$ cat src/hw/idasr_pkg.sv
// package: register offsets, field layouts, reset values and carriers of the input divider block
package idasr_pkg;
    localparam int          IDASR_ADDR_W       = 8;
    localparam int          IDASR_DATA_W       = 8;
    localparam int          IDASR_DIV_W        = 19;
    localparam int          IDASR_BAND_W       = 3;
    // register offsets
    localparam logic [7:0]  IDASR_OFS_IN1_HIGH = 8'h2B;
    localparam logic [7:0]  IDASR_OFS_IN1_MID  = 8'h2C;
    localparam logic [7:0]  IDASR_OFS_IN1_LOW  = 8'h2D;
    localparam logic [7:0]  IDASR_OFS_IN2_HIGH = 8'h2E;
    localparam logic [7:0]  IDASR_OFS_IN2_MID  = 8'h2F;
    localparam logic [7:0]  IDASR_OFS_IN2_LOW  = 8'h30;
    localparam logic [7:0]  IDASR_OFS_BAND     = 8'h37;
    localparam logic [7:0]  IDASR_OFS_ACTIVE   = 8'h80;
    localparam logic [7:0]  IDASR_OFS_MISSING  = 8'h81;
    localparam logic [7:0]  IDASR_OFS_STICKY   = 8'h83;
    // field positions
    localparam int          IDASR_BAND1_LSB    = 0;
    localparam int          IDASR_BAND2_LSB    = 3;
    localparam int          IDASR_ACT1_BIT     = 0;
    localparam int          IDASR_ACT2_BIT     = 1;
    localparam int          IDASR_XTAL_BIT     = 0;
    localparam int          IDASR_MISS1_BIT    = 1;
    localparam int          IDASR_MISS2_BIT    = 2;
    // reset values
    localparam logic [18:0] IDASR_IN1_RST      = 19'h00009;
    localparam logic [18:0] IDASR_IN2_RST      = 19'h00000;
    localparam logic [5:0]  IDASR_BAND_RST     = 6'h00;
    localparam logic [7:0]  IDASR_ZERO_BYTE    = 8'h00;

    // one register port access
    typedef struct packed {
        logic       wr;
        logic       rd;
        logic [7:0] addr;
        logic [7:0] wdata;
    } idasr_req_t;

    // live alarm levels from the analog monitors
    typedef struct packed {
        logic in2_missing;
        logic in1_missing;
        logic xtal_missing;
    } idasr_alarm_t;
endpackage

$ cat src/hw/idasr_sticky.sv
// sticky alarm flag: set by alarm, cleared by writing zero
`timescale 1ns/1ps
`default_nettype none
module idasr_sticky
    import idasr_pkg::*;
#(
    parameter int WIDTH = 3
) (
    input  wire logic             clk_sys,
    input  wire logic             sys_rst,
    input  wire logic [WIDTH-1:0] alarm,
    input  wire logic             clr_wr,
    input  wire logic [WIDTH-1:0] clr_data,
    output var  logic [WIDTH-1:0] flag
);
    // one flop per alarm; the set wins over a same-cycle clear so no event is lost
    generate
        for (genvar i = 0; i < WIDTH; i++) begin : g_bit
            always_ff @(posedge clk_sys) begin
                if (sys_rst) begin
                    flag[i] <= 1'b0;
                end else if (alarm[i]) begin
                    flag[i] <= 1'b1;
                end else if (clr_wr && !clr_data[i]) begin
                    flag[i] <= 1'b0;
                end
            end
        end
    endgenerate
endmodule
`default_nettype wire

$ cat src/hw/idasr_regs.sv
// register slice: input pre-dividers, band selects, active input and signal loss status
// Functional notes
// - input-1 divider bits 15:0 at 44,45
// - zero code divides by one, up to 2^19
// - input-2 divider 19 bits at 46..48
// - input-2 zero code divides by one
// - band selects in register 55, two fields
// - reg 128 bit 1: input 2 active
// - reg 128 bit 0: input 1 active
// - reg 129 bit 2: input-2 signal loss
// - reg 129 bit 1: input-1 signal loss
// - reg 129 bit 0: reference signal loss
// - input-1 divider bits 18:16 in reg 43
// - sticky loss flags, cleared by writing zero
`timescale 1ns/1ps
`default_nettype none
module idasr_regs
    import idasr_pkg::*;
(
    input  wire logic                     clk_sys,
    input  wire logic                     sys_rst,
    input  wire idasr_req_t               req,
    input  wire idasr_alarm_t             alarm,
    input  wire logic                     in2_selected,
    output var  logic [IDASR_DATA_W-1:0]  rdata,
    output var  logic                     rvalid,
    output var  logic [IDASR_DIV_W-1:0]   in1_prediv,
    output var  logic [IDASR_DIV_W-1:0]   in2_prediv,
    output var  logic [IDASR_DIV_W:0]     in1_ratio,
    output var  logic [IDASR_DIV_W:0]     in2_ratio,
    output var  logic [IDASR_BAND_W-1:0]  in1_band_sel,
    output var  logic [IDASR_BAND_W-1:0]  in2_band_sel,
    output var  logic                     in1_active,
    output var  logic                     in2_active,
    output var  logic [2:0]               missing_sticky
);
    logic [2:0] alarm_vec;
    logic       sticky_wr;
    logic [2:0] sticky_flag;
    logic [7:0] next_rdata;
    logic       wr_in1_high;
    logic       wr_in1_mid;
    logic       wr_in1_low;
    logic       wr_in2_high;
    logic       wr_in2_mid;
    logic       wr_in2_low;
    logic       wr_band;
    logic [7:0] active_byte;
    logic [7:0] loss_byte;
    logic [7:0] sticky_byte;

    // map of this slice, offsets in hex:
    //   2B  input-1 divider bits 18:16 in 2:0, rest reserved
    //   2C  input-1 divider bits 15:8
    //   2D  input-1 divider bits 7:0
    //   2E  input-2 divider bits 18:16 in 2:0, rest reserved
    //   2F  input-2 divider bits 15:8
    //   30  input-2 divider bits 7:0
    //   37  band selects, input 2 in 5:3, input 1 in 2:0
    //   80  active input flags, read only
    //   81  live signal loss levels, read only
    //   83  sticky loss flags, write zero to clear
    // every other offset reads zero and drops writes
    // read data is registered and shows with rvalid one cycle after the strobe
    // a write and a read in one cycle return the contents before the write
    // a divider has no shadow copy: a multi-byte update passes through
    // mixed codes, so software should rewrite it while the input is idle

    assign alarm_vec = {alarm.in2_missing, alarm.in1_missing, alarm.xtal_missing};

    // one write enable per writable register, decoded once so the storage processes stay simple
    always_comb begin
        wr_in1_high = 1'b0;
        wr_in1_mid  = 1'b0;
        wr_in1_low  = 1'b0;
        wr_in2_high = 1'b0;
        wr_in2_mid  = 1'b0;
        wr_in2_low  = 1'b0;
        wr_band     = 1'b0;
        sticky_wr   = 1'b0;
        if (req.wr) begin
            case (req.addr)
                IDASR_OFS_IN1_HIGH: wr_in1_high = 1'b1;
                IDASR_OFS_IN1_MID:  wr_in1_mid  = 1'b1;
                IDASR_OFS_IN1_LOW:  wr_in1_low  = 1'b1;
                IDASR_OFS_IN2_HIGH: wr_in2_high = 1'b1;
                IDASR_OFS_IN2_MID:  wr_in2_mid  = 1'b1;
                IDASR_OFS_IN2_LOW:  wr_in2_low  = 1'b1;
                IDASR_OFS_BAND:     wr_band     = 1'b1;
                IDASR_OFS_STICKY:   sticky_wr   = 1'b1;
                default: ;
            endcase
        end
    end

    // input-1 divider storage, byte per register
    always_ff @(posedge clk_sys) begin
        if (sys_rst) begin
            in1_prediv <= IDASR_IN1_RST;
        end else begin
            if (wr_in1_high) begin
                in1_prediv[18:16] <= req.wdata[2:0];
            end
            if (wr_in1_mid) begin
                in1_prediv[15:8] <= req.wdata;
            end
            if (wr_in1_low) begin
                in1_prediv[7:0] <= req.wdata;
            end
        end
    end

    // input-2 divider storage
    always_ff @(posedge clk_sys) begin
        if (sys_rst) begin
            in2_prediv <= IDASR_IN2_RST;
        end else begin
            if (wr_in2_high) begin
                in2_prediv[18:16] <= req.wdata[2:0];
            end
            if (wr_in2_mid) begin
                in2_prediv[15:8] <= req.wdata;
            end
            if (wr_in2_low) begin
                in2_prediv[7:0] <= req.wdata;
            end
        end
    end

    // ratio is code plus one, so all-zero divides by one and all-ones by 2^19
    always_ff @(posedge clk_sys) begin
        if (sys_rst) begin
            in1_ratio <= {1'b0, IDASR_IN1_RST} + 20'h00001;
            in2_ratio <= {1'b0, IDASR_IN2_RST} + 20'h00001;
        end else begin
            in1_ratio <= {1'b0, in1_prediv} + 20'h00001;
            in2_ratio <= {1'b0, in2_prediv} + 20'h00001;
        end
    end

    // band selects; reserved codes are stored as written, software avoids them
    always_ff @(posedge clk_sys) begin
        if (sys_rst) begin
            {in2_band_sel, in1_band_sel} <= IDASR_BAND_RST;
        end else if (wr_band) begin
            in1_band_sel <= req.wdata[IDASR_BAND1_LSB +: IDASR_BAND_W];
            in2_band_sel <= req.wdata[IDASR_BAND2_LSB +: IDASR_BAND_W];
        end
    end

    // active input: selected and not lost of signal
    always_ff @(posedge clk_sys) begin
        if (sys_rst) begin
            in1_active <= 1'b0;
            in2_active <= 1'b0;
        end else begin
            in2_active <= in2_selected && !alarm.in2_missing;
            in1_active <= !in2_selected && !alarm.in1_missing;
        end
    end

    // sticky flags kept in their own module
    // an alarm still raised while software clears keeps its flag set
    idasr_sticky #(
        .WIDTH   (3)
    ) u_sticky (
        .clk_sys  (clk_sys),
        .sys_rst  (sys_rst),
        .alarm    (alarm_vec),
        .clr_wr   (sticky_wr),
        .clr_data (req.wdata[2:0]),
        .flag     (sticky_flag)
    );
    assign missing_sticky = sticky_flag;

    // status bytes; loss levels pass live, so a read shows the level of that cycle
    always_comb begin
        active_byte = IDASR_ZERO_BYTE;
        loss_byte   = IDASR_ZERO_BYTE;
        sticky_byte = IDASR_ZERO_BYTE;
        active_byte[IDASR_ACT2_BIT] = in2_active;
        active_byte[IDASR_ACT1_BIT] = in1_active;
        loss_byte[IDASR_MISS2_BIT]  = alarm.in2_missing;
        loss_byte[IDASR_MISS1_BIT]  = alarm.in1_missing;
        loss_byte[IDASR_XTAL_BIT]   = alarm.xtal_missing;
        sticky_byte[2:0]            = sticky_flag;
    end

    // read mux; live alarms read straight, reserved bits read zero
    always_comb begin
        next_rdata = IDASR_ZERO_BYTE;
        case (req.addr)
            IDASR_OFS_IN1_HIGH: next_rdata = {5'h00, in1_prediv[18:16]};
            IDASR_OFS_IN1_MID:  next_rdata = in1_prediv[15:8];
            IDASR_OFS_IN1_LOW:  next_rdata = in1_prediv[7:0];
            IDASR_OFS_IN2_HIGH: next_rdata = {5'h00, in2_prediv[18:16]};
            IDASR_OFS_IN2_MID:  next_rdata = in2_prediv[15:8];
            IDASR_OFS_IN2_LOW:  next_rdata = in2_prediv[7:0];
            IDASR_OFS_BAND:     next_rdata = {2'h0, in2_band_sel, in1_band_sel};
            IDASR_OFS_ACTIVE:   next_rdata = active_byte;
            IDASR_OFS_MISSING:  next_rdata = loss_byte;
            IDASR_OFS_STICKY:   next_rdata = sticky_byte;
            default:            next_rdata = IDASR_ZERO_BYTE;
        endcase
    end

    // registered read answer, one cycle after the strobe
    always_ff @(posedge clk_sys) begin
        if (sys_rst) begin
            rdata  <= IDASR_ZERO_BYTE;
            rvalid <= 1'b0;
        end else begin
            rvalid <= req.rd;
            if (req.rd) begin
                rdata <= next_rdata;
            end
        end
    end
endmodule
`default_nettype wire

$ cat config.mk
export PLATFORM = sky130hd
export DESIGN_NAME = idasr_regs
export DESIGN_NICKNAME = d
export VERILOG_FILES = /design/src/hw/idasr_pkg.sv /design/src/hw/idasr_sticky.sv /design/src/hw/idasr_regs.sv
export SDC_FILE = /design/constraint.sdc
export NUM_CORES = 1
export LEC_CHECK = 0
export BUFFER_PORTS_ARGS = -buffer_cell sky130_fd_sc_hd__buf_4
export CORE_ASPECT_RATIO = 1.75
export CORE_MARGIN = 8
export CORE_UTILIZATION = 47
export CTS_CLUSTER_DIAMETER = 80
export CTS_CLUSTER_SIZE = 16
export DETAILED_ROUTE_END_ITERATION = 7
export PLACE_DENSITY_LB_ADDON = 0.25
export SLEW_MARGIN = 10
export SYNTH_ARGS = -nofsm -noshare
export SYNTH_HDL_FRONTEND = slang
export SYNTH_SLANG_ARGS = --single-unit
$ cat constraint.sdc
create_clock -name clk_sys -period 1.63 [get_ports clk_sys]
set_clock_uncertainty 0.15 [all_clocks]
set_input_delay 0.163 -clock clk_sys [delete_from_list [all_inputs] [get_ports clk_sys]]
set_output_delay 0.163 -clock clk_sys [all_outputs]
set_load 0.02 [all_outputs]
==> results of run 1 <==
-- layout by cell type, fill, tap and decap left out, types with 4 or more instances in the layout --
cell type,instances
nor2_1,60
dfxtp_2,13
nand2_1,54
xnor2_1,9
dfxtp_1,85
o21ai_1,7
and3_1,9
inv_1,5
a21oi_1,26
a22oi_1,8
and2_1,4
xor2_1,22
mux2_2,6
mux2i_1,23
nand4_1,11
o21ai_0,8
dlygate4sd3_1,15
nor2b_1,6
nand3_1,24
buf_4,186
clkbuf_16,9
-- logic make-up (layout without fill, tap and decap cells) --
| family | count (synthesis) | in the layout | synth area share [%] |
|---|---|---|---|
| DFF | 98 | 98 | 46.1 |
| other | 0 | 1 | 0 |
| and+or+nand+nor | 206 | 206 | 24.4 |
| xor gates and xnor gates | 31 | 31 | 6.38 |
| AOI/OAI and AO/OA | 68 | 68 | 10.4 |
| buffers and inverters | 32 | 224 | 3.47 |
| muxes | 32 | 32 | 8.59 |
| adders and majority gates | 2 | 2 | 0.588 |
-- flip-flops by register name, indices dropped and copies added, names as in the netlist --
register	cells
in2_prediv	19
rdata	8
in1_band_sel	3
in2_active	1
in1_ratio	20
in2_band_sel	3
in1_prediv	19
rvalid	1
in2_ratio	20
u_sticky.flag	3
in1_active	1
-- final cells by class --
type / instances / share of cell area, %
clock inverters: 2 / 0.615
flip-flops and latches: 98 / 31.4
clock buffers: 12 / 3.91
well taps: 120 / 2.38
inverters: 5 / 0.298
diodes: 1 / 0.0397
repair buffers: 205 / 25.7
multi-input cells: 339 / 35.7
-- report_power, final --
| part | internal (mW) | total [mW] | switching, mW |
|---|---|---|---|
| Combinational | 0.147 | 0.323 | 0.176 |
| Clock | 1.22 | 2.07 | 0.854 |
| Sequential | 2.40 | 2.41 | 0.00716 |
| Total | 3.77 | 4.81 | 1.04 |
-- worst max path at each step --
stage / start / endpoint / slack [ns] / cells after the start
global placement: req[15] / rdata[0] / -0.08 / 7
CTS: in2_prediv[8] / rdata[0] / 0.005 / 4
detailed placement: req[11] / rdata[4] / -0.12 / 6
finish: in1_prediv[9] / rdata[1] / 0.01 / 4
floorplan: in2_prediv[6] / in2_ratio[12] / -0.006 / 4
global route: in2_prediv[8] / rdata[0] / -0.05 / 4
-- routing by layer --
layer	up-vias	track usage, %	part of all wire, %
met1	1951	22.5	36
li1	2023	-	-
met2	137	41.1	54
met3	42	4.69	5.7
met5	-	0	0
met4	0	11.5	4.5
-- per-stage QoR --
step	instances	area, um^2
final	782	6300
after global routing	782	6300
after global placement	752	5750
after CTS	781	6210
after detailed placement	752	5750
after floorplan	469	4270
-- worst max-delay path: cells and delay by family (launching register included) --
kind            cells  cell delay [ns]
compound gates      3             0.52
flops               1             0.35
mux                 1             0.49
-- repair_timing --
action,CTS,global route
hold buffers,15,0
endpoints found under the hold margin,33,0
resized for setup,6,19
pin swaps,2,4
setup endpoints to repair,12,13
==> flow_summary.yaml, run 1 <==
outcome:
  status: "finished, final reports clean"
setup_path:
  crit_slowest_cell: "mux4_2"
  reg2reg_depth: 4
  worstReg2RegStart: "in1_prediv[9]"
  ff2ff_setup_slack_ns: 0.01
  setup.worst_path.class: "register to register"
  endpoint_kind: "register"
  cp-start-kind: "register"
  cp_max_fo: 4
  worst_ep_required_time_ns: 1.71
  crit_chain: "mux4_2, o2bb2ai_2, a311oi_2, o21ai_1"
  reg2reg_to: "rdata[1]"
  cp.arrival_ns: 1.70
  max_stage_delay_ns: 0.49
die:
  ios: 122
  initial_utilization_pct: 47.7
  core.rowCount: 46
  die_area_um2: 12500
  die_height_um: 142
  die_x_um: 87.9
  core_area_um2: 8920
logic_synthesis:
  ys_seq_area_share_pct: 46.1
  synth_nets: 495
  yosys_register_bits: 98
  synth_commonest_cells: "dfxtp_1 (98), nor2_1 (60), nand2_1 (55)"
  synth-edff-count: 0
  syn_area_per_cell_um2: 9.07
  synth_top_area_cell: "dfxtp_1"
  synth_top_area_share_pct: 46.1
  synth_cells: 469
  yosysMostFrequentCell: "dfxtp_1"
  ys_warn_count: 0
  synth_cell_types: 52
  synth_area_um2: 4250
  synth_top_flop_cell: "dfxtp_1"
  synth.top_cells.by_area: "dfxtp_1 (46%), mux2i_1 (5.4%), nor2_1 (5.3%), nand2_1 (4.9%), xor2_1 (4.5%)"
  async_flop_share_pct: 0
drt:
  initialDrtViolationCount: 218
  vias_per_cell: 5.31
  first_pass_iters: 5
  avgRoutedWirePerCell_um: 17.5
  routed_wl_um: 13700
  drc_errors: 0
  vias: 4153
  detail-route-antenna-nets: 0
power_and_ir_drop:
  total_power_mw: 4.81
  peakVddDrop_v: 0.000641
  total_leakage_power_nw: 2.73
  power_density_nw_per_um2: 763
worst_hold_path:
  whs_endpoint: "rdata[2]"
  worstHoldPathType: "primary input to register"
  hold_start: "req[16]"
  hold_path_depth: 4
clock_network:
  cts_tree: "yes"
  clk_latency_ns: 0.34
  h-tree-depth: 3
  postCtsSetupRepairBufs: 0
  cts_root_buf: "clkbuf_16"
  cts_buffer_depth: 2
  clk_pin_slew_worst_paths_ns: 0.06
  cts-buffers-inserted: 9
  cts.sinks: 98
placement:
  globalplace.congestion: 0.927
  dp_slack_ns: -0.116
  dpl.hpwl_um: 10400
  port-buffer-count: 121
layout:
  multi_input_area_um2: 2250
  fin_nets: 684
  regArea_um2: 1980
  drive_above_1_share_pct: 38.4
  area_delta_synth_final_pct: 48.1
  fillers: 696
  final_util_pct: 70.6
sta:
  fin_ws_ns: 0.00970
  final_hold_viol_count: 0
  setup_tns_ns: 0
  post-route-min-period_ns: 1.62
  fmax_mhz: 617
  slew_viol_final: 0
  rsz0062_at_grt: "true"
  hold_ws_ns: 0.0156
  setup_viol_count_final: 0
  worst_pin_slew_ns: 0.398
  period_share_pct: 99.4
  slew_headroom_pct: 73.4
global_route:
  grtUsageTotal_pct: 22.4
  grt_pass1_wl_um: 21400
  antenna_found_initial: 1
  grt_max_degree: 73
  grt_pass1_vias: 4149
  overflow: 0
run:
  max-cap-violations: 0
Note: power is estimated with default switching activity, not from simulation.
==> run 2, diff against run 1 <==
- CORE_UTILIZATION: 47 -> 56
- clock period: 1.63 -> 2.1 ns (I/O delays scaled with it)
==> run 2 against run 1 <==
  * Design area down 11%
  * Routed wire length up 1.5%
  * Sequential power down 22%
  * Via count down 2.9%
  * First-iteration DRC count up 28%
  * Critical path type unchanged
  * Critical endpoint is now in2_ratio[12]
==> flow_summary.yaml, run 2 (synthesis results as in run 1) <==
clock_network:
  cts.sinks: 98
  h-tree-depth: 3
  cts_root_buf: "clkbuf_16"
  cts_buffer_depth: 2
  cts_tree: "yes"
  cts_resized: 0
  clk_latency_ns: 0.35
  clk_pin_slew_worst_paths_ns: 0.07
  cts-buffers-inserted: 9
layout:
  antenna_cells: 0
  fin_nets: 627
  drive_above_1_share_pct: 28.4
  area_delta_synth_final_pct: 32.3
  fin_area_um2: 5630
  mostFrequentLayoutCells: "buf_4 (140), dfxtp_1 (98), nor2_1 (60)"
  top_regs: "in1_ratio: 20 flops, in2_ratio: 20 flops"
  final_common_cell: "buf_4"
drt:
  routed_wl_um: 13900
  initialDrtViolationCount: 280
  detail-route-antenna-nets: 0
  avgRoutedWirePerCell_um: 20.0
  vias: 4031
  drc_errors: 0
  vias_per_cell: 5.82
  first_pass_iters: 4
global_route:
  grtUsageTotal_pct: 25.8
  antenna_found_initial: 0
  overflow: 0
  grt_pass1_vias: 4012
  grt_pass1_wl_um: 21500
  grt_max_degree: 54
sta:
  fmax_mhz: 514
  post-route-min-period_ns: 1.94
  final_hold_viol_count: 0
  rsz0062_at_grt: "false"
  worst_pin_slew_ns: 0.547
  setup_viol_count_final: 0
  slew_headroom_pct: 63.4
  period_share_pct: 92.6
  slew_viol_final: 0
  setup_tns_ns: 0
die:
  die_height_um: 131
  die_area_um2: 10800
  initial_utilization_pct: 57.0
  ios: 122
  core_area_um2: 7460
  core.rowCount: 42
  die_x_um: 81.9
power_and_ir_drop:
  peakVddDrop_v: 0.000490
  power_density_nw_per_um2: 637
  total_leakage_power_nw: 2.37
setup_path:
  endpoint_kind: "register"
  reg2reg_to: "in2_ratio[12]"
  setup.worst_path.class: "register to register"
  worstReg2RegStart: "in2_prediv[0]"
  ff2ff_setup_slack_ns: 0.16
  worst_ep_required_time_ns: 2.21
  cp.arrival_ns: 2.06
  critical_path.endpoint: "in2_ratio[12]"
  cp_max_fo: 7
  reg2reg_depth: 5
  crit_start: "in2_prediv[0]"
  cp-start-kind: "register"
placement:
  dpl.hpwl_um: 10400
  dpl_cell_area_um2: 5290
  port-buffer-count: 121
  globalplace.congestion: 0.933
run:
  max-cap-violations: 0
outcome:
  status: "finished, final reports clean"
worst_hold_path:
  worstHoldPathType: "primary input to register"
## run 2: cell types whose count changed in the layout (fill, tap and decap cells not counted), moves of 3 or more
| cell | before | now |
|---|---|---|
| buf_4 | 186 | 140 |
| dfxtp_1 | 85 | 98 |
| dfxtp_2 | 13 | 0 |
| dlygate4sd3_1 | 15 | 8 |
| and4_1 | 2 | 5 |
| buf_12 | 3 | 0 |
| nor3_1 | 3 | 6 |
| nor3_2 | 3 | 0 |
## run 2: routing by layer
metal	share of wire, %	GRT usage [%]	routed length, um
met1	35	25.8	4870
met2	54	46.8	7550
met4	4.1	12.5	564
met5	0	0	0
met3	6.4	5.74	895
## run 2: final cells by class
class                   instances  area, um^2
clock buffers                  11         233
well taps                      88         110
multi-input cells             339        2140
inverters                       5        18.8
flip-flops and latches         98        1960
clock inverters                 4        28.8
fillers                       563        1830
repair buffers                148        1130
## run 2: worst min-delay path by stage
stage | startpoint | endpoint | slack, ns | depth (start not counted)
after floorplan | alarm[2] | in2_active | 0.14 | 1
after global placement | in2_selected | in1_active | 0.23 | 2
after detailed placement | in2_selected | in1_active | 0.23 | 2
after CTS | req[7] | in1_prediv[15] | 0.002 | 3
after global routing | req[7] | in2_prediv[7] | 0.01 | 3
final | req[7] | in1_prediv[15] | 0.006 | 3
## run 2: stage by stage
stage	total power, mW	hold WS (ns)	setup slack [ns]	util [%]	instances
final	3.59	0.00616	0.155	75.4	693
after global routing	3.66	0.0140	0.0561	75.4	693
after detailed placement	2.11	0.235	0.159	70.8	670
after CTS	3.59	0.00231	0.177	75.4	693
after floorplan	2.02	0.136	0.344	-	469
after global placement	2.11	0.230	0.227	70.8	670
## run 2: worst max-delay path, stage by stage (launching register included)
cell and delay (ns):
dfxtp_1 0.45, ha_1 0.24, and4_1 0.34, nand2_1 0.15, or3_1 0.34, a21oi_1 0.18
## run 2: report_power, final
group | total, mW | switching, mW | internal [mW]
registers | 1.87 | 0.00617 | 1.87
logic | 0.215 | 0.132 | 0.0833
clock network | 1.50 | 0.700 | 0.800
## run 2: what timing repair did
action / CTS / global route
hold endpoints to repair: 8 / 0
hold buffers: 8 / 0
endpoints found under the setup margin: 0 / 0
buffers inserted: 0 / 0
